## src/hw/status_regs_map.svh

```systemverilog
// Constants for the upper status register bank of the clock buffer.
// Assumes byte-wide register access over the serial management link.
// Operation
// RULE1: Byte three reads live enable pin levels
// RULE2: Bytes four and eight reserved, read zero
// RULE3: Byte five holds revision and maker nibbles
// RULE4: Byte six returns fixed part identifier
// RULE5: Byte seven holds writable five-bit count
// RULE6: Count resets to eight, nine bytes read
// RULE7: Host writes index then repeated-start read
// RULE8: Block read sends count then bytes
// RULE9: Writes to read-only bits change nothing
`ifndef STATUS_REGS_MAP_SVH
`define STATUS_REGS_MAP_SVH

// ----------------------------------------
// Register indices
// ----------------------------------------
`define IDX_PIN_READBACK   8'h03
`define IDX_SPARE_A        8'h04
`define IDX_REV_MAKER      8'h05
`define IDX_PART_IDENT     8'h06
`define IDX_READ_LENGTH    8'h07
`define IDX_SPARE_B        8'h08

// ----------------------------------------
// Field layouts and reset values
// ----------------------------------------
`define COUNT_MSB          4
`define COUNT_RESET        5'h08
`define BITS_PER_BYTE      4'h8
`define REV_LSB            4
`define SPARE_VALUE        8'h00
`define LINK_ADDR_DEFAULT  7'h6c

`endif

```

## src/hw/status_regs_pkg.sv

```systemverilog
// Types shared by the status register bank.
// Assumes the constant header is compiled alongside.
package status_regs_pkg;
    // ----------------------------------------
    // Link transfer phases
    // ----------------------------------------
    typedef enum logic [2:0] {
        ST_IDLE  = 3'b000, // Waiting for a start
        ST_ADDR  = 3'b001, // Shifting in the address byte
        ST_AACK  = 3'b010, // Acknowledging a byte
        ST_WBYTE = 3'b011, // Receiving a data byte
        ST_RBYTE = 3'b100, // Sending a data byte
        ST_RACK  = 3'b101, // Sampling host acknowledge
        ST_SKIP  = 3'b110  // Not addressed or read ended by host NACK, wait for stop or start
    } link_state_t;
endpackage : status_regs_pkg

```

## src/hw/status_regs.sv

```systemverilog
// Upper status register bank reached over the two-wire management link.
// Assumes SCL/SDA arrive raw from pins; SDA is open drain, pulled up outside.
`timescale 1ns/1ps
`include "status_regs_map.svh"
module status_regs (
    input  wire logic       mclk,           // 40 MHz system clock
    input  wire logic       resetn,         // Synchronous reset, active low
    input  wire logic [7:0] enable_pins_n,  // Enable pins 12..5, active low
    input  wire logic [6:0] link_addr,      // Seven-bit link address
    input  wire logic       scl_in,         // Link clock pin level
    input  wire logic       sda_in,         // Link data pin level
    output logic            sda_out,        // Link data drive value (always 0)
    output logic            sda_oe_n,       // Drive enable, low pulls SDA low
    output logic [4:0]      read_count      // Current byte-count field
);
    parameter logic [3:0] REVISION = 4'h1; // Arbitrary value
    parameter logic [3:0] MAKER    = 4'h2; // Arbitrary value
    parameter logic [7:0] PART_ID  = 8'h5a; // Arbitrary value

    // ----------------------------------------
    // Pin synchronisers
    // ----------------------------------------
    logic [7:0] pins_s; // Filtered enable pin levels
    logic [1:0] link_s; // Filtered SCL, SDA
    pin_sync #(.W(8)) u_pins (
        .mclk   (mclk),
        .resetn (resetn),
        .din    (enable_pins_n),
        .dout   (pins_s)
    );
    pin_sync #(.W(2)) u_link (
        .mclk   (mclk),
        .resetn (resetn),
        .din    ({scl_in, sda_in}),
        .dout   (link_s)
    );
    logic [6:0] addr_s; // Filtered link address straps
    pin_sync #(.W(7)) u_addr (
        .mclk   (mclk),
        .resetn (resetn),
        .din    (link_addr),
        .dout   (addr_s)
    );

    // ----------------------------------------
    // Link edge and condition detection
    // ----------------------------------------
    // Reset to the idle high level so no false edge follows reset
    // Start and stop need SCL high in both samples, so data moves never match
    logic scl_q;  // Previous SCL
    logic sda_q;  // Previous SDA
    always_ff @(posedge mclk) begin
        if (!resetn) begin
            scl_q <= 1'b1;
            sda_q <= 1'b1;
        end else begin
            scl_q <= link_s[1];
            sda_q <= link_s[0];
        end
    end
    wire scl_rise = link_s[1] & ~scl_q;             // Sample point
    wire scl_fall = ~link_s[1] & scl_q;             // Drive point
    wire start_c  = link_s[1] & scl_q & sda_q & ~link_s[0];
    wire stop_c   = link_s[1] & scl_q & ~sda_q & link_s[0];

    // ----------------------------------------
    // Register read decode
    // ----------------------------------------
    logic [4:0] count_q; // Byte-count field
    function automatic logic [7:0] reg_read(input logic [7:0] idx);
        unique case (idx)
            `IDX_PIN_READBACK: reg_read = pins_s;                    // [RULE1]
            `IDX_REV_MAKER:    reg_read = {REVISION, MAKER};         // [RULE3]
            `IDX_PART_IDENT:   reg_read = PART_ID;                   // [RULE4]
            `IDX_READ_LENGTH:  reg_read = {3'b000, count_q};         // [RULE5]
            default:           reg_read = `SPARE_VALUE;              // [RULE2]
        endcase
    endfunction : reg_read

    // ----------------------------------------
    // Link engine
    // ----------------------------------------
    status_regs_pkg::link_state_t state_q;
    logic [7:0] shift_q;    // Shift register
    logic [3:0] bit_q;      // Bits remaining in current byte
    logic       rnw_q;      // Current transfer is a read
    logic       first_q;    // Next write byte is the index
    logic       cnt_sent_q; // Count byte already sent in this read
    logic [7:0] index_q;    // Register index pointer
    logic       ack_drv_q;  // Drive acknowledge during this slot

    // Bytes 0..2 belong to another bank; this bank still answers them as zero.
    always_ff @(posedge mclk) begin
        if (!resetn) begin
            state_q    <= status_regs_pkg::ST_IDLE;
            shift_q    <= 8'h00;
            bit_q      <= 4'h0;
            rnw_q      <= 1'b0;
            first_q    <= 1'b0;
            cnt_sent_q <= 1'b0;
            index_q    <= 8'h00;
            ack_drv_q  <= 1'b0;
        end else if (stop_c) begin
            state_q <= status_regs_pkg::ST_IDLE;
        end else if (start_c) begin
            // Repeated start keeps the index written earlier
            state_q <= status_regs_pkg::ST_ADDR;                     // [RULE7]
            bit_q   <= `BITS_PER_BYTE;
        end else begin
            unique case (state_q)
                status_regs_pkg::ST_IDLE, status_regs_pkg::ST_SKIP: begin
                    // Hold until a start; a foreign transfer is ignored
                end
                status_regs_pkg::ST_ADDR: begin
                    if (scl_rise) begin
                        shift_q <= {shift_q[6:0], link_s[0]};
                        bit_q   <= bit_q - 4'd1;
                    end
                    if (scl_fall && bit_q == 4'd0) begin
                        if (shift_q[7:1] == addr_s) begin
                            rnw_q      <= shift_q[0];
                            first_q    <= ~shift_q[0];
                            cnt_sent_q <= 1'b0;
                            ack_drv_q  <= 1'b1;
                            state_q    <= status_regs_pkg::ST_AACK;
                        end else begin
                            state_q <= status_regs_pkg::ST_SKIP;
                        end
                    end
                end
                status_regs_pkg::ST_AACK: begin
                    // Acknowledge bit ends on the next falling edge
                    if (scl_fall) begin
                        ack_drv_q <= 1'b0;
                        bit_q     <= `BITS_PER_BYTE;
                        if (rnw_q) begin
                            // Count byte first, then register bytes [RULE8]
                            shift_q    <= cnt_sent_q ? reg_read(index_q)
                                                     : {3'b000, count_q};
                            state_q    <= status_regs_pkg::ST_RBYTE;
                        end else begin
                            state_q <= status_regs_pkg::ST_WBYTE;
                        end
                    end
                end
                status_regs_pkg::ST_WBYTE: begin
                    if (scl_rise) begin
                        shift_q <= {shift_q[6:0], link_s[0]};
                        bit_q   <= bit_q - 4'd1;
                    end
                    if (scl_fall && bit_q == 4'd0) begin
                        if (first_q) begin
                            index_q <= shift_q;                      // [RULE7]
                            first_q <= 1'b0;
                        end else begin
                            // The count field takes its write elsewhere
                            index_q <= index_q + 8'h01;
                        end
                        ack_drv_q <= 1'b1;
                        state_q   <= status_regs_pkg::ST_AACK;
                    end
                end
                status_regs_pkg::ST_RBYTE: begin
                    if (scl_fall) begin
                        shift_q <= {shift_q[6:0], 1'b0};
                        bit_q   <= bit_q - 4'd1;
                        if (bit_q == 4'd1) begin
                            state_q <= status_regs_pkg::ST_RACK;
                        end
                    end
                end
                status_regs_pkg::ST_RACK: begin
                    // Host NACK ends the read; ACK continues    [RULE8]
                    if (scl_rise) begin
                        if (link_s[0]) begin
                            state_q <= status_regs_pkg::ST_SKIP;
                        end else begin
                            if (cnt_sent_q) begin
                                index_q <= index_q + 8'd1;
                            end
                            cnt_sent_q <= 1'b1;
                            state_q    <= status_regs_pkg::ST_AACK;
                        end
                    end
                end
                default: state_q <= status_regs_pkg::ST_IDLE;
            endcase
        end
    end

    // ----------------------------------------
    // Byte-count field
    // ----------------------------------------
    // Data byte complete at index seven; every other index takes no write
    // Takes effect on the falling edge that ends the byte's eighth bit
    wire count_wr_c = (state_q == status_regs_pkg::ST_WBYTE) && scl_fall &&
                      (bit_q == 4'h0) && !first_q && !start_c && !stop_c &&
                      (index_q == `IDX_READ_LENGTH);                  // [RULE9]
    // Reserved bits seven to five are dropped on purpose
    always_ff @(posedge mclk) begin
        if (!resetn) begin
            count_q <= `COUNT_RESET;                                 // [RULE6]
        end else if (count_wr_c) begin
            count_q <= shift_q[`COUNT_MSB:0];                        // [RULE5]
        end
    end

    // ----------------------------------------
    // Pin drivers, registered
    // ----------------------------------------
    // SDA low when acknowledging or sending a zero data bit
    // Registered so the pin sees no decode glitch; one cycle is far inside SCL low
    always_ff @(posedge mclk) begin
        if (!resetn) begin
            sda_out    <= 1'b0;
            sda_oe_n   <= 1'b1;
            read_count <= `COUNT_RESET;
        end else begin
            sda_out    <= 1'b0;
            sda_oe_n   <= ~(ack_drv_q ||
                           (state_q == status_regs_pkg::ST_RBYTE && !shift_q[7]));
            read_count <= count_q;
        end
    end
endmodule : status_regs

```

## src/hw/pin_sync.sv

```systemverilog
// Three-stage synchroniser with agreement filter for external levels.
// Assumes the input is asynchronous to mclk.
`timescale 1ns/1ps
`include "status_regs_map.svh"
module pin_sync #(
    parameter int W = 8
) (
    input  wire logic         mclk,   // System clock
    input  wire logic         resetn, // Synchronous reset, active low
    input  wire logic [W-1:0] din,    // Asynchronous input levels
    output logic      [W-1:0] dout    // Filtered, synchronised levels
);
    logic [W-1:0] s1_q; // First stage, read only by s2
    logic [W-1:0] s2_q; // Second stage
    logic [W-1:0] s3_q; // Third stage

    // ----------------------------------------
    // Shift chain and agreement filter
    // ----------------------------------------
    // A bit changes only once stages two and three agree
    always_ff @(posedge mclk) begin
        if (!resetn) begin
            s1_q <= '1;
            s2_q <= '1;
            s3_q <= '1;
            dout <= '1;
        end else begin
            s1_q <= din;
            s2_q <= s1_q;
            s3_q <= s2_q;
            for (int i = 0; i < W; i++) begin
                if (s2_q[i] == s3_q[i]) begin
                    dout[i] <= s3_q[i];
                end
            end
        end
    end
endmodule : pin_sync

```

## config.mk

```make
export PLATFORM = sky130hd
export DESIGN_NAME = status_regs
export DESIGN_NICKNAME = d
export VERILOG_FILES = /design/src/hw/status_regs_pkg.sv /design/src/hw/status_regs.sv /design/src/hw/pin_sync.sv
export VERILOG_INCLUDE_DIRS = /design/src /design/src/hw
export SDC_FILE = /design/constraint.sdc
export NUM_CORES = 1
export LEC_CHECK = 0
export BUFFER_PORTS_ARGS = -buffer_cell sky130_fd_sc_hd__buf_2
export CAP_MARGIN = 20
export CORE_MARGIN = 10
export CORE_UTILIZATION = 45
export DETAILED_ROUTE_END_ITERATION = 7
export SLEW_MARGIN = 20
export SYNTH_ARGS = -nofsm -noshare
export SYNTH_HDL_FRONTEND = slang
export SYNTH_SLANG_ARGS = --single-unit
```

## constraint.sdc

```tcl
create_clock -name mclk -period 3.6 [get_ports mclk]
set_input_delay 0 -clock mclk [delete_from_list [all_inputs] [get_ports mclk]]
set_output_delay 0 -clock mclk [all_outputs]
set_load 0.02 [all_outputs]
```

# --- Word level (Yosys, flattened, before mapping) ---
# Cells that the tools add are included.
# Widths: inputs -> output; s select.
word_totals:
  out_inout_bits: 7
  in_bits: 19
  ff_bits: 108
op_classes:
  eq_ne: 48
  mux: 43
  bitwise: 17
  n_reduce_logical: 34
  n_addsub: 2
op_table:
  columns: ["cell", "count"]
  rows:
  - ["$mux 8", 10]
  - ["$reduce_and 7->1", 6]
  - ["$pmux 8 s4", 1]
  - ["$mux 3", 9]
  - ["$eq 8x3->1 const B", 3]
  - ["$pmux 8 s3", 1]
  - ["$ne 2x2->1 const B", 11]
  - ["$ne 3x3->1 const B", 6]
  - ["$pmux 3 s6", 1]
  - ["$eq 1x1->1", 17]
  - ["$mux 4", 4]
  - ["$pmux 8 s2", 1]
  - ["$mux 1", 12]
  - ["$pmux 4 s3", 1]
  - ["$not 1->1", 10]
  - ["$reduce_and 5->1", 2]
  - ["$eq 3x3->1 const B", 3]
  - ["$add 8x1->8 const B", 1]
  - ["$eq 8x2->1 const B", 1]
  - ["$logic_and 1x1->1", 8]
  - ["$and 1x1->1", 7]
  - ["$eq 7x7->1", 1]
  - ["$eq 3x2->1 const B", 2]
  - ["$reduce_and 6->1", 1]
  - ["other kinds (16)", 25]

# --- Longest topological paths before layout ---
# Gate-level depths: netlist (run 1).
logic_depth:
  word_depth: 8
  ltp_mapped: 7

# --- Cells and area by module ---
# A second synthesis (run 1) with hierarchy kept.
hier_totals:
  cells_unflattened: 451
  hier_area_um2: 4262.8
by_module_without_submodules:
  columns: ["module", "cells_each", "area_per_inst_um2", "seq_area_each_um2", "instances"]
  rows:
  - ["status_regs", 276, 2312.2, 800.8, 1]
  - ["pin_sync at u_pins", 83, 917.1, 640.6, 1]
  - ["pin_sync at u_addr", 72, 808.3, 560.5, 1]
  - ["pin_sync at u_link", 20, 225.2, 160.2, 1]

# --- Least setup slack after synthesis (run 1) ---
# No wires, ideal clock.
synth_path:
  kind: "register to register"
  start: "register index_q[3]"
  end: "register count_q[3]"
  period_less_slack_ns: 2.037
  path_buffers: 1
  setup_slack_ns: 1.563
  required_time_ns: 3.485
  arrival_ns: 1.922
  stages_incl_launch_ff: 7
  cell_sequence: "dfxtp_1 -> or4_1 -> or2_1 -> or4_4 -> buf_6 -> mux2i_1 -> nand2_1"
synth_between:
  elab_chain_len: 2
synth_lines:
  columns: ["element", "line", "source"]
  rows:
  - ["start: declaration", "status_regs.sv:89", "logic [7:0] index_q;"]
  - ["start signal: assignment", "status_regs.sv:153", "index_q <= shift_q;"]
  - ["start signal: assignment", "status_regs.sv:157", "index_q <= index_q + 8'h01;"]
  - ["start signal: assignment", "status_regs.sv:179", "index_q <= index_q + 8'd1;"]
  - ["$eq 8x3->1", null, null]
  - ["$logic_and 1x1->1", "status_regs.sv:196", "wire count_wr_c = (state_q == status_regs_pkg::ST_WBYTE) && scl_fall &&"]
  - ["end signal: assignment", "status_regs.sv:202", "count_q <= `COUNT_RESET;"]
  - ["end signal: assignment", "status_regs.sv:204", "count_q <= shift_q[`COUNT_MSB:0];"]
  - ["end: declaration", "status_regs.sv:69", "logic [4:0] count_q;"]
# No other way between the ends.
# A chain may end at the register's enable or synchronous reset.

# --- Final worst setup path (run 1) ---
layout_path:
  start: "register state_q[2]"
  end: "register bit_q[3]"
layout_between:
  elab_chain_len: 4
layout_lines:
  columns: ["element", "line", "source"]
  rows:
  - ["start: declaration", "status_regs.sv:83", "status_regs_pkg::link_state_t state_q;"]
  - ["start signal: assignment", "status_regs.sv:95", "state_q <= status_regs_pkg::ST_IDLE;"]
  - ["start signal: assignment", "status_regs.sv:104", "state_q <= status_regs_pkg::ST_IDLE;"]
  - ["start signal: assignment", "status_regs.sv:107", "state_q <= status_regs_pkg::ST_ADDR;"]
  - ["$eq 3x2->1 / $eq 3x1->1 (equally long branches)", "status_regs.sv:110", "unique case (state_q)"]
  - ["$reduce_or 2->1 (no line)", null, null]
  - ["$ne 3x1->1 (no line), or another cell as far along", null, null]
  - ["$reduce_and 5->1 (no line) / $mux 4 (equally long branches)", null, null]
  - ["end signal: assignment", "status_regs.sv:108", "bit_q <= `BITS_PER_BYTE;"]
  - ["end signal: assignment", "status_regs.sv:117", "bit_q <= bit_q - 4'd1;"]
  - ["end signal: assignment", "status_regs.sv:135", "bit_q <= `BITS_PER_BYTE;"]
  - ["end: declaration", "status_regs.sv:85", "logic [3:0] bit_q;"]
# Several ways; a longest one is shown, not always the timed one.

==> flow_summary.ini, run 1 <==
[run_status]
status = completed

[sta]
min_period_over_period = 0.622
tns_ps = 0
tightest_slew_ps = 880
finalHoldViolCount = 0
max_clock_freq_mhz = 447
slew_headroom = 0.413
finalSetupViolCount = 0
grt_setup_unrepaired = false
period_minus_slack_ps = 2240
fin_skew_ps = 11.2
slew_viol_final = 0

[setup_path]
r2r_start = state_q[2]
path_max_fanout = 18
slowest_delay_ps = 690
cp_cell_sequence = and2b_2 -> a21oi_1 -> o21ba_2 -> o32ai_1 -> a21boi_0
r2r_cells = 5
worstSetupStartpointType = flip-flop
critPathRequiredTime_ps = 3910
cp_data_arrival_time_ps = 2550
reg2reg_to = bit_q[3]
worstSetupEndpointType = flip-flop
crit_slowest_cell = a21oi_1
startpoint = state_q[2]
worst-r2r-setup-slack_ps = 1360
critPathKind = flip-flop to flip-flop

[logic_synthesis]
netlist_top_cells_area = dfxtp_1, nand2b_1, a21oi_1, o21ai_0, nor2_1
synth_nets = 502
ys_ff_latch = 108
synth_cell_types = 62
synth.most_common_cell = dfxtp_1
synth_area_mm2 = 0.00436
synth_top_area_cell = dfxtp_1
seq_area_frac_synth = 0.496
synth_edf_count = 0
synth_warnings = 0
synthCells = 477
syn_area_per_cell_um2 = 9.14
ys.flop_type = dfxtp_1
synth_top_area_share = 0.496
ys_async_sr_fraction = 0
netlist_top_cells_count = dfxtp_1, nand2b_1, a21oi_1

[place]
dp.cells = 604
portBuffers = 24
hpwl_um = 5680
place.gp.congestion = 0.855

[floorplan]
die_h_um = 118
core_region_area_mm2 = 0.00933
die-area_mm2 = 0.0140
fp-row-count = 35
die_x_um = 118
ios = 26
start_util = 0.467

[global_routing]
gr-total-overflow = 0
antenna_found_initial = 0
grt_pass1_wl_um = 14400
grt_max_degree = 64
first_global_vias = 3026
grt_usage = 0.121

[power]
switching_share = 0.233
p_sw_w = 0.000484
internal_power_w = 0.00159
peakVddDrop_mv = 0.270
p_leak_nw = 1.80
power_frac_comb = 0.031
clockPowerShare = 0.378
powerDensity_mw_per_mm2 = 424
seqPwrFrac = 0.590

[drt]
first_pass_iters = 5
routedWlPerCell_um = 13.3
antenna_left = 0
vias = 3311
drc = 0
drt_iter0_drc = 107
viasPerCell = 5.20
wl_um = 8500

[layout]
drive_gt1_frac = 0.108
final_nets = 528
diodes = 0
layoutNonFillerInstCount = 637
fillers = 849
syn2layout_area_growth_pct = 12.5

[worst_hold_path]
hp-start = resetn
hp-class = input port to flip-flop
holdPathEnd = scl_q
min_path_cells = 2

[cts]
root_buffer = clkbuf_8
post-cts-setup-buffers = 0
clock_sinks = 108
cts_buffer_depth = 2
cts_tree = built
clk_latency_ps = 370
clk_pin_slew_worst_paths_ps = 110
numCtsBuffers = 9
cts_htree_levels = 3

[flow_run]
drv_cap = 0
==> through the flow <==
step	power (W)	util	setup WS, ps	hold WS, ps	area (um^2)
after floorplan	0.00129	-	1560	101	4360
after global placement	0.00130	0.484	1460	180	4510
after detailed placement	0.00131	0.484	1370	183	4510
after CTS	0.00210	0.526	1370	16.9	4900
after global routing	0.00216	0.526	1110	38.6	4900
final	0.00208	0.526	1360	20.9	4900
==> critical path, delay by kind of cell, from the launching register on <==
kind | cells | cell delay (ps)
and+or+nand+nor | 1 | 320
AOI/OAI and AO/OA | 4 | 1210
DFF | 1 | 660
==> logic make-up after synthesis <==
group / synth area share
AO/OA/AOI/OAI: 0.177
XOR/XNOR: 0.0181
adder cells (fa/ha/maj): 0.0172
buffers and inverters: 0.0419
flip-flops: 0.496
multiplexers: 0.0258
other: 0.000860
AND/OR/NAND/NOR: 0.224
==> power by group through the flow <==
stage / logic, W / clock network (W) / registers, W
4_1_cts: 0.0000654 / 0.000812 / 0.00123
5_1_grt: 0.0000729 / 0.000855 / 0.00123
6_report: 0.0000649 / 0.000786 / 0.00123
3_5_place_dp: 0.0000512 / 0 / 0.00125
3_3_place_gp: 0.0000502 / 0 / 0.00125
2_1_floorplan: 0.0000403 / 0 / 0.00125
==> flip-flops by register name, indices dropped and copies added (netlist names), 2 cells and up <==
name,flops
u_addr.dout,7
u_addr.s2_q,7
u_pins.s1_q,8
index_q,8
u_addr.s3_q,7
u_link.s2_q,2
u_link.dout,2
shift_q,8
u_link.s3_q,2
u_pins.dout,8
read_count,5
u_pins.s2_q,8
u_pins.s3_q,8
bit_q,4
count_q,5
state_q,3
u_addr.s1_q,7
u_link.s1_q,2
==> per-layer routing <==
layer,vias to the layer above,share of wire,track usage
li1,1697,-,-
met1,1541,0.50,0.160
met2,58,0.44,0.185
met3,15,0.040,0.0305
met4,0,0.017,0.0473
met5,-,0,0
==> worst max-delay path by stage <==
| stage | slack [ps] | to | cells past startpoint |
|---|---|---|---|
| 6_report | 1360 | bit_q[3] | 5 |
| 5_1_grt | 1110 | index_q[0] | 5 |
| 4_1_cts | 1370 | bit_q[3] | 5 |
| 3_5_place_dp | 1370 | index_q[0] | 5 |
| 3_3_place_gp | 1460 | bit_q[3] | 5 |
| 2_1_floorplan | 1560 | count_q[3] | 6 |
==> layout by cell type, fill, tap and decap left out, types with 3 or more instances in the layout <==
cell	n
dfxtp_1	108
nand2b_1	55
a21oi_1	43
o21ai_0	36
nor2_1	35
nand2_1	29
buf_2	23
nand3_1	17
dlygate4sd3_1	17
inv_1	10
nor2b_1	9
mux2i_1	9
clkbuf_8	9
xnor2_1	8
nor3_1	7
ha_1	6
and2_1	5
a22oi_1	5
a31oi_1	5
nor3b_1	4
o2111a_1	4
a21o_1	3
a211o_1	3
a21boi_0	3
or3_1	3
o22ai_1	3
o2bb2ai_1	3
o31ai_1	3
buf_4	3
==> repair_timing <==
| action | 4_1_cts | 5_1_grt |
|---|---|---|
| hold buffers | 17 | 0 |
| endpoints found under the hold margin | 17 | 0 |
| gates resized for setup | 0 | 0 |
==> cell type report <==
cell class | count | area, um^2 | share of cell area
flip-flops and latches | 108 | 2160 | 0.441
multi-input cells | 331 | 2010 | 0.411
repair buffers | 43 | 308 | 0.0628
well taps | 129 | 161 | 0.0329
clock buffers | 9 | 124 | 0.0253
clock inverters | 7 | 97.6 | 0.0199
inverters | 10 | 37.5 | 0.00765
Power figures use the tool's default switching activity.
==> run 2, diff against run 1 <==
==> constraint.sdc (replaced) <==
create_clock -name mclk -period 1.9 [get_ports mclk]
set_input_delay 0 -clock mclk [delete_from_list [all_inputs] [get_ports mclk]]
set_output_delay 0 -clock mclk [all_outputs]
set_load 0.02 [all_outputs]
==> flow_summary.ini, run 2 (same netlist as run 1, synthesis figures left out) <==
[layout]
final_design_area_no_fill_mm2 = 0.00517
final_nets = 558
final_common_cell = dfxtp_1
final_cell_mix = dfxtp_1, nand2b_1, a21oi_1, o21ai_0, nor2_1
multi_input_area_mm2 = 0.00206
drive_gt1_frac = 0.171
seqCellArea_mm2 = 0.00217
syn2layout_area_growth_pct = 18.5
fillers = 833
diodes = 0
layoutNonFillerInstCount = 667

[run_status]
status = finished, violations left
failed_checks = negative setup slack

[worst_hold_path]
holdPathEnd = u_pins.s1_q[7]
hp-class = input port to flip-flop
min_path_cells = 3
hp-start = enable_pins_n[7]

[setup_path]
path_max_fanout = 5
cp_data_arrival_time_ps = 2220
critPathRequiredTime_ps = 2170
worstSetupEndpointType = flip-flop
worstSetupStartpointType = flip-flop
critPathKind = flip-flop to flip-flop
r2r_start = index_q[5]
r2r_cells = 5
worst-r2r-setup-slack_ps = -60
reg2reg_to = count_q[3]

[global_routing]
grt_max_degree = 41
grt_usage = 0.126
antenna_found_initial = 0
first_global_vias = 3166
gr-total-overflow = 0
grt_pass1_wl_um = 15000

[sta]
period_minus_slack_ps = 1960
max_clock_freq_mhz = 511
setup_ws_ps = -56.9
grt_setup_unrepaired = true
finalHoldViolCount = 0
finalSetupViolCount = 5
min_period_over_period = 1.03
fin_skew_ps = 8.90
slew_viol_final = 0

[power]
powerDensity_mw_per_mm2 = 741
p_leak_nw = 1.96
peakVddDrop_mv = 0.556

[drt]
drt_iter0_drc = 146
wl_um = 8980
routedWlPerCell_um = 13.5
drc = 0
first_pass_iters = 5
viasPerCell = 5.18
vias = 3458
antenna_left = 0

[floorplan]
die_x_um = 118
fp-row-count = 35
core_region_area_mm2 = 0.00933
die-area_mm2 = 0.0140
die_h_um = 118
start_util = 0.467
ios = 26

[cts]
cts_buffer_depth = 2
clk_latency_ps = 370
clock_sinks = 108
numCtsBuffers = 9
post-cts-setup-buffers = 0
root_buffer = clkbuf_8
cts_htree_levels = 3
clk_pin_slew_worst_paths_ps = 110
cts_tree = built

[place]
dp.cells = 631
hpwl_um = 6260
portBuffers = 24
place.gp.congestion = 0.865
placed_area_mm2 = 0.00473

[flow_run]
drv_cap = 0
## run 2: cell count changes in the layout (fill, tap and decap cells not counted), sizes merged
cell         delta
buf            +27
dlygate4sd3     +3
clkinvlp        -2
bufinv          -1
clkbuf          +1
clkinv          +1
inv             +1
## run 2: worst max-delay path by stage
stage	startpoint	end	slack, ps	cells after the start
after floorplan	index_q[4]	count_q[3]	-6	6
after global placement	index_q[5]	shift_q[2]	-70	5
after detailed placement	index_q[5]	shift_q[2]	-60	5
after CTS	index_q[5]	count_q[3]	-50	5
after global routing	index_q[5]	count_q[3]	-110	5
final	index_q[5]	count_q[3]	-60	5
## run 2: routing by layer
layer	track usage	part of all wire
met1	0.164	0.47
met2	0.191	0.46
met3	0.0409	0.060
met4	0.0481	0.014
met5	0	0
## run 2: per-stage QoR
step	utilization	hold WS, ps	total power (W)	setup slack [ps]	setup TNS (ps)
2_1_floorplan	-	101	0.00245	-5.84	-26.8
3_3_place_gp	0.507	179	0.00247	-70.1	-84.1
3_5_place_dp	0.507	183	0.00248	-65.0	-136
4_1_cts	0.551	313	0.00387	-53.4	-165
5_1_grt	0.554	318	0.00400	-114	-363
6_report	0.554	327	0.00383	-56.9	-173
## run 2: where the power goes
group	internal, W	switching (W)
registers	0.00231	0.0000170
logic	0.0000742	0.0000562
clock network	0.000547	0.000827
total	0.00293	0.000900
## run 2: what timing repair did
action                                  CTS  global route
pin swaps                                 0             2
endpoints found under the setup margin    9            17
endpoints found under the hold margin    46             0
hold buffers                             20             0
gates resized for setup                   3            12
## run 2: worst max-delay path: stages, from the launching register on
cell     delay, ps
dfxtp_1        320
or4_4          530
or2_1          260
or4_4          490
mux2i_1        180
nand2_1         70
## run 2: area by class of cell
| class | count | area share |
|---|---|---|
| clock buffer | 10 | 0.0266 |
| clock inverter | 6 | 0.0121 |
| inverter | 10 | 0.00727 |
| multi-input combinational | 331 | 0.398 |
| sequential | 108 | 0.420 |
| tap | 129 | 0.0312 |
| timing repair buffer | 73 | 0.105 |
==> run 3, diff against run 2 <==
--- a/config.mk
+++ b/config.mk
@@ -8,7 +8,6 @@
 export LEC_CHECK = 0
 export BUFFER_PORTS_ARGS = -buffer_cell sky130_fd_sc_hd__buf_2
 export CAP_MARGIN = 20
-export CORE_MARGIN = 10
 export CORE_UTILIZATION = 45
 export DETAILED_ROUTE_END_ITERATION = 7
 export SLEW_MARGIN = 20
==> constraint.sdc (replaced) <==
create_clock -name mclk -period 1.71 [get_ports mclk]
set_input_delay 0 -clock mclk [delete_from_list [all_inputs] [get_ports mclk]]
set_output_delay 0 -clock mclk [all_outputs]
set_load 0.02 [all_outputs]
==> flow_summary.ini, run 3 (same netlist as run 1, synthesis figures left out) <==
[global_routing]
first_global_vias = 3213
grt_usage = 0.191
grt_pass1_wl_um = 15100
gr-total-overflow = 0
antenna_found_initial = 0
grt_max_degree = 48

[sta]
max_clock_freq_mhz = 507
grt_setup_unrepaired = true
finalHoldViolCount = 0
period_minus_slack_ps = 1970
slew_viol_final = 0
min_period_over_period = 1.15
setup_ws_ps = -264
hold_slack_ps = 5.39
finalSetupViolCount = 12
fin_skew_ps = 18.5

[drt]
vias = 3567
drc = 0
viasPerCell = 5.07
routedWlPerCell_um = 13.2
first_pass_iters = 5
drt_iter0_drc = 186
antenna_left = 0
wl_um = 9280

[power]
powerDensity_mw_per_mm2 = 771
p_leak_nw = 2.17
p_sw_w = 0.00106
switching_share = 0.247
seqPwrFrac = 0.602
clockPowerShare = 0.364
power_frac_comb = 0.034
internal_power_w = 0.00323
peakVddDrop_mv = 0.593

[setup_path]
slowest_delay_ps = 540
startpoint = index_q[5]
worst-r2r-setup-slack_ps = -260
path_depth = 5
path_max_fanout = 3
crit_slowest_cell = or4_4
critPathCapture = shift_q[2]
reg2reg_to = shift_q[2]
critPathBufInv = 0
cp_cell_sequence = or4_4 -> or3_4 -> nor3b_4 -> a221o_1 -> o2111a_1
critPathRequiredTime_ps = 2050
r2r_start = index_q[5]
worstSetupStartpointType = flip-flop
critPathTopFamily = simple AND/OR/NAND/NOR gates
cp_data_arrival_time_ps = 2310
r2r_cells = 5
worstSetupEndpointType = flip-flop
critPathKind = flip-flop to flip-flop

[layout]
layoutNonFillerInstCount = 703
final_common_cell = dfxtp_1
fin_util = 0.596
syn2layout_area_growth_pct = 27.4
final_nets = 594
final_cell_mix = dfxtp_1, buf_4, nand2b_1, a21oi_1, nor2_1
final_design_area_no_fill_mm2 = 0.00556
drive_gt1_frac = 0.265
fillers = 789
diodes = 0

[cts]
clk_latency_ps = 390
root_buffer = clkbuf_8
numCtsBuffers = 9
clk_pin_slew_worst_paths_ps = 120
cts_tree = built
cts_htree_levels = 3
clock_sinks = 108
cts_buffer_depth = 2

[place]
dp.cells = 665
placed_area_mm2 = 0.00499
pre_cts_slack_ps = -341
hpwl_um = 6270
place.gp.congestion = 0.832
portBuffers = 24

[floorplan]
die-area_mm2 = 0.0101
die_x_um = 100
start_util = 0.467
die_h_um = 100
fp-row-count = 35
ios = 26
core_region_area_mm2 = 0.00933

[run_status]
status = finished, violations left
failed_checks = negative setup slack

[worst_hold_path]
hp-class = input port to flip-flop

[flow_run]
drv_cap = 0
## run 3: area by class of cell
class                      count  area [um^2]  area share
sequential                   108         2180       0.392
multi-input combinational    331         2170       0.390
timing repair buffer         109          811       0.146
tap                          129          161      0.0291
clock buffer                   9          124      0.0223
clock inverter                 7         80.1      0.0144
inverter                      10         37.5     0.00676
## run 3: layer usage
metal,share of wire,track usage
met1,0.48,0.253
met2,0.46,0.297
met3,0.043,0.0432
met4,0.020,0.0836
met5,0,0
## run 3: through the flow
step                      TNS (ps)  total power [W]
final                        -2360          0.00429
after global routing         -2920          0.00445
after CTS                    -2420          0.00432
after detailed placement     -2830          0.00276
after global placement       -2530          0.00275
after floorplan              -1350          0.00272
## run 3: power by group through the flow
stage / Combinational [W] / Clock (W) / Sequential, W
after floorplan: 0.0000851 / 0 / 0.00263
after global placement: 0.000113 / 0 / 0.00264
after detailed placement: 0.000115 / 0 / 0.00264
after CTS: 0.000145 / 0.00159 / 0.00258
after global routing: 0.000162 / 0.00170 / 0.00259
final: 0.000145 / 0.00156 / 0.00258
## run 3: timing repair
item	4_1_cts	5_1_grt
hold buffers	17	0
endpoints found under the setup margin	21	26
gates resized for setup	22	20
setup buffers	3	1
pin swaps	8	4
hold endpoints to repair	17	0
cloned	0	1
## run 3: worst min-delay path by stage
stage	slack, ps	startpoint	end	cells after the start
2_1_floorplan	100	link_addr[0]	u_addr.s1_q[0]	1
3_3_place_gp	180	enable_pins_n[2]	u_pins.s1_q[2]	2
3_5_place_dp	180	link_addr[3]	u_addr.s1_q[3]	2
4_1_cts	8	resetn	sda_q	2
5_1_grt	40	resetn	u_link.s3_q[0]	2
6_report	5	resetn	read_count[3]	2
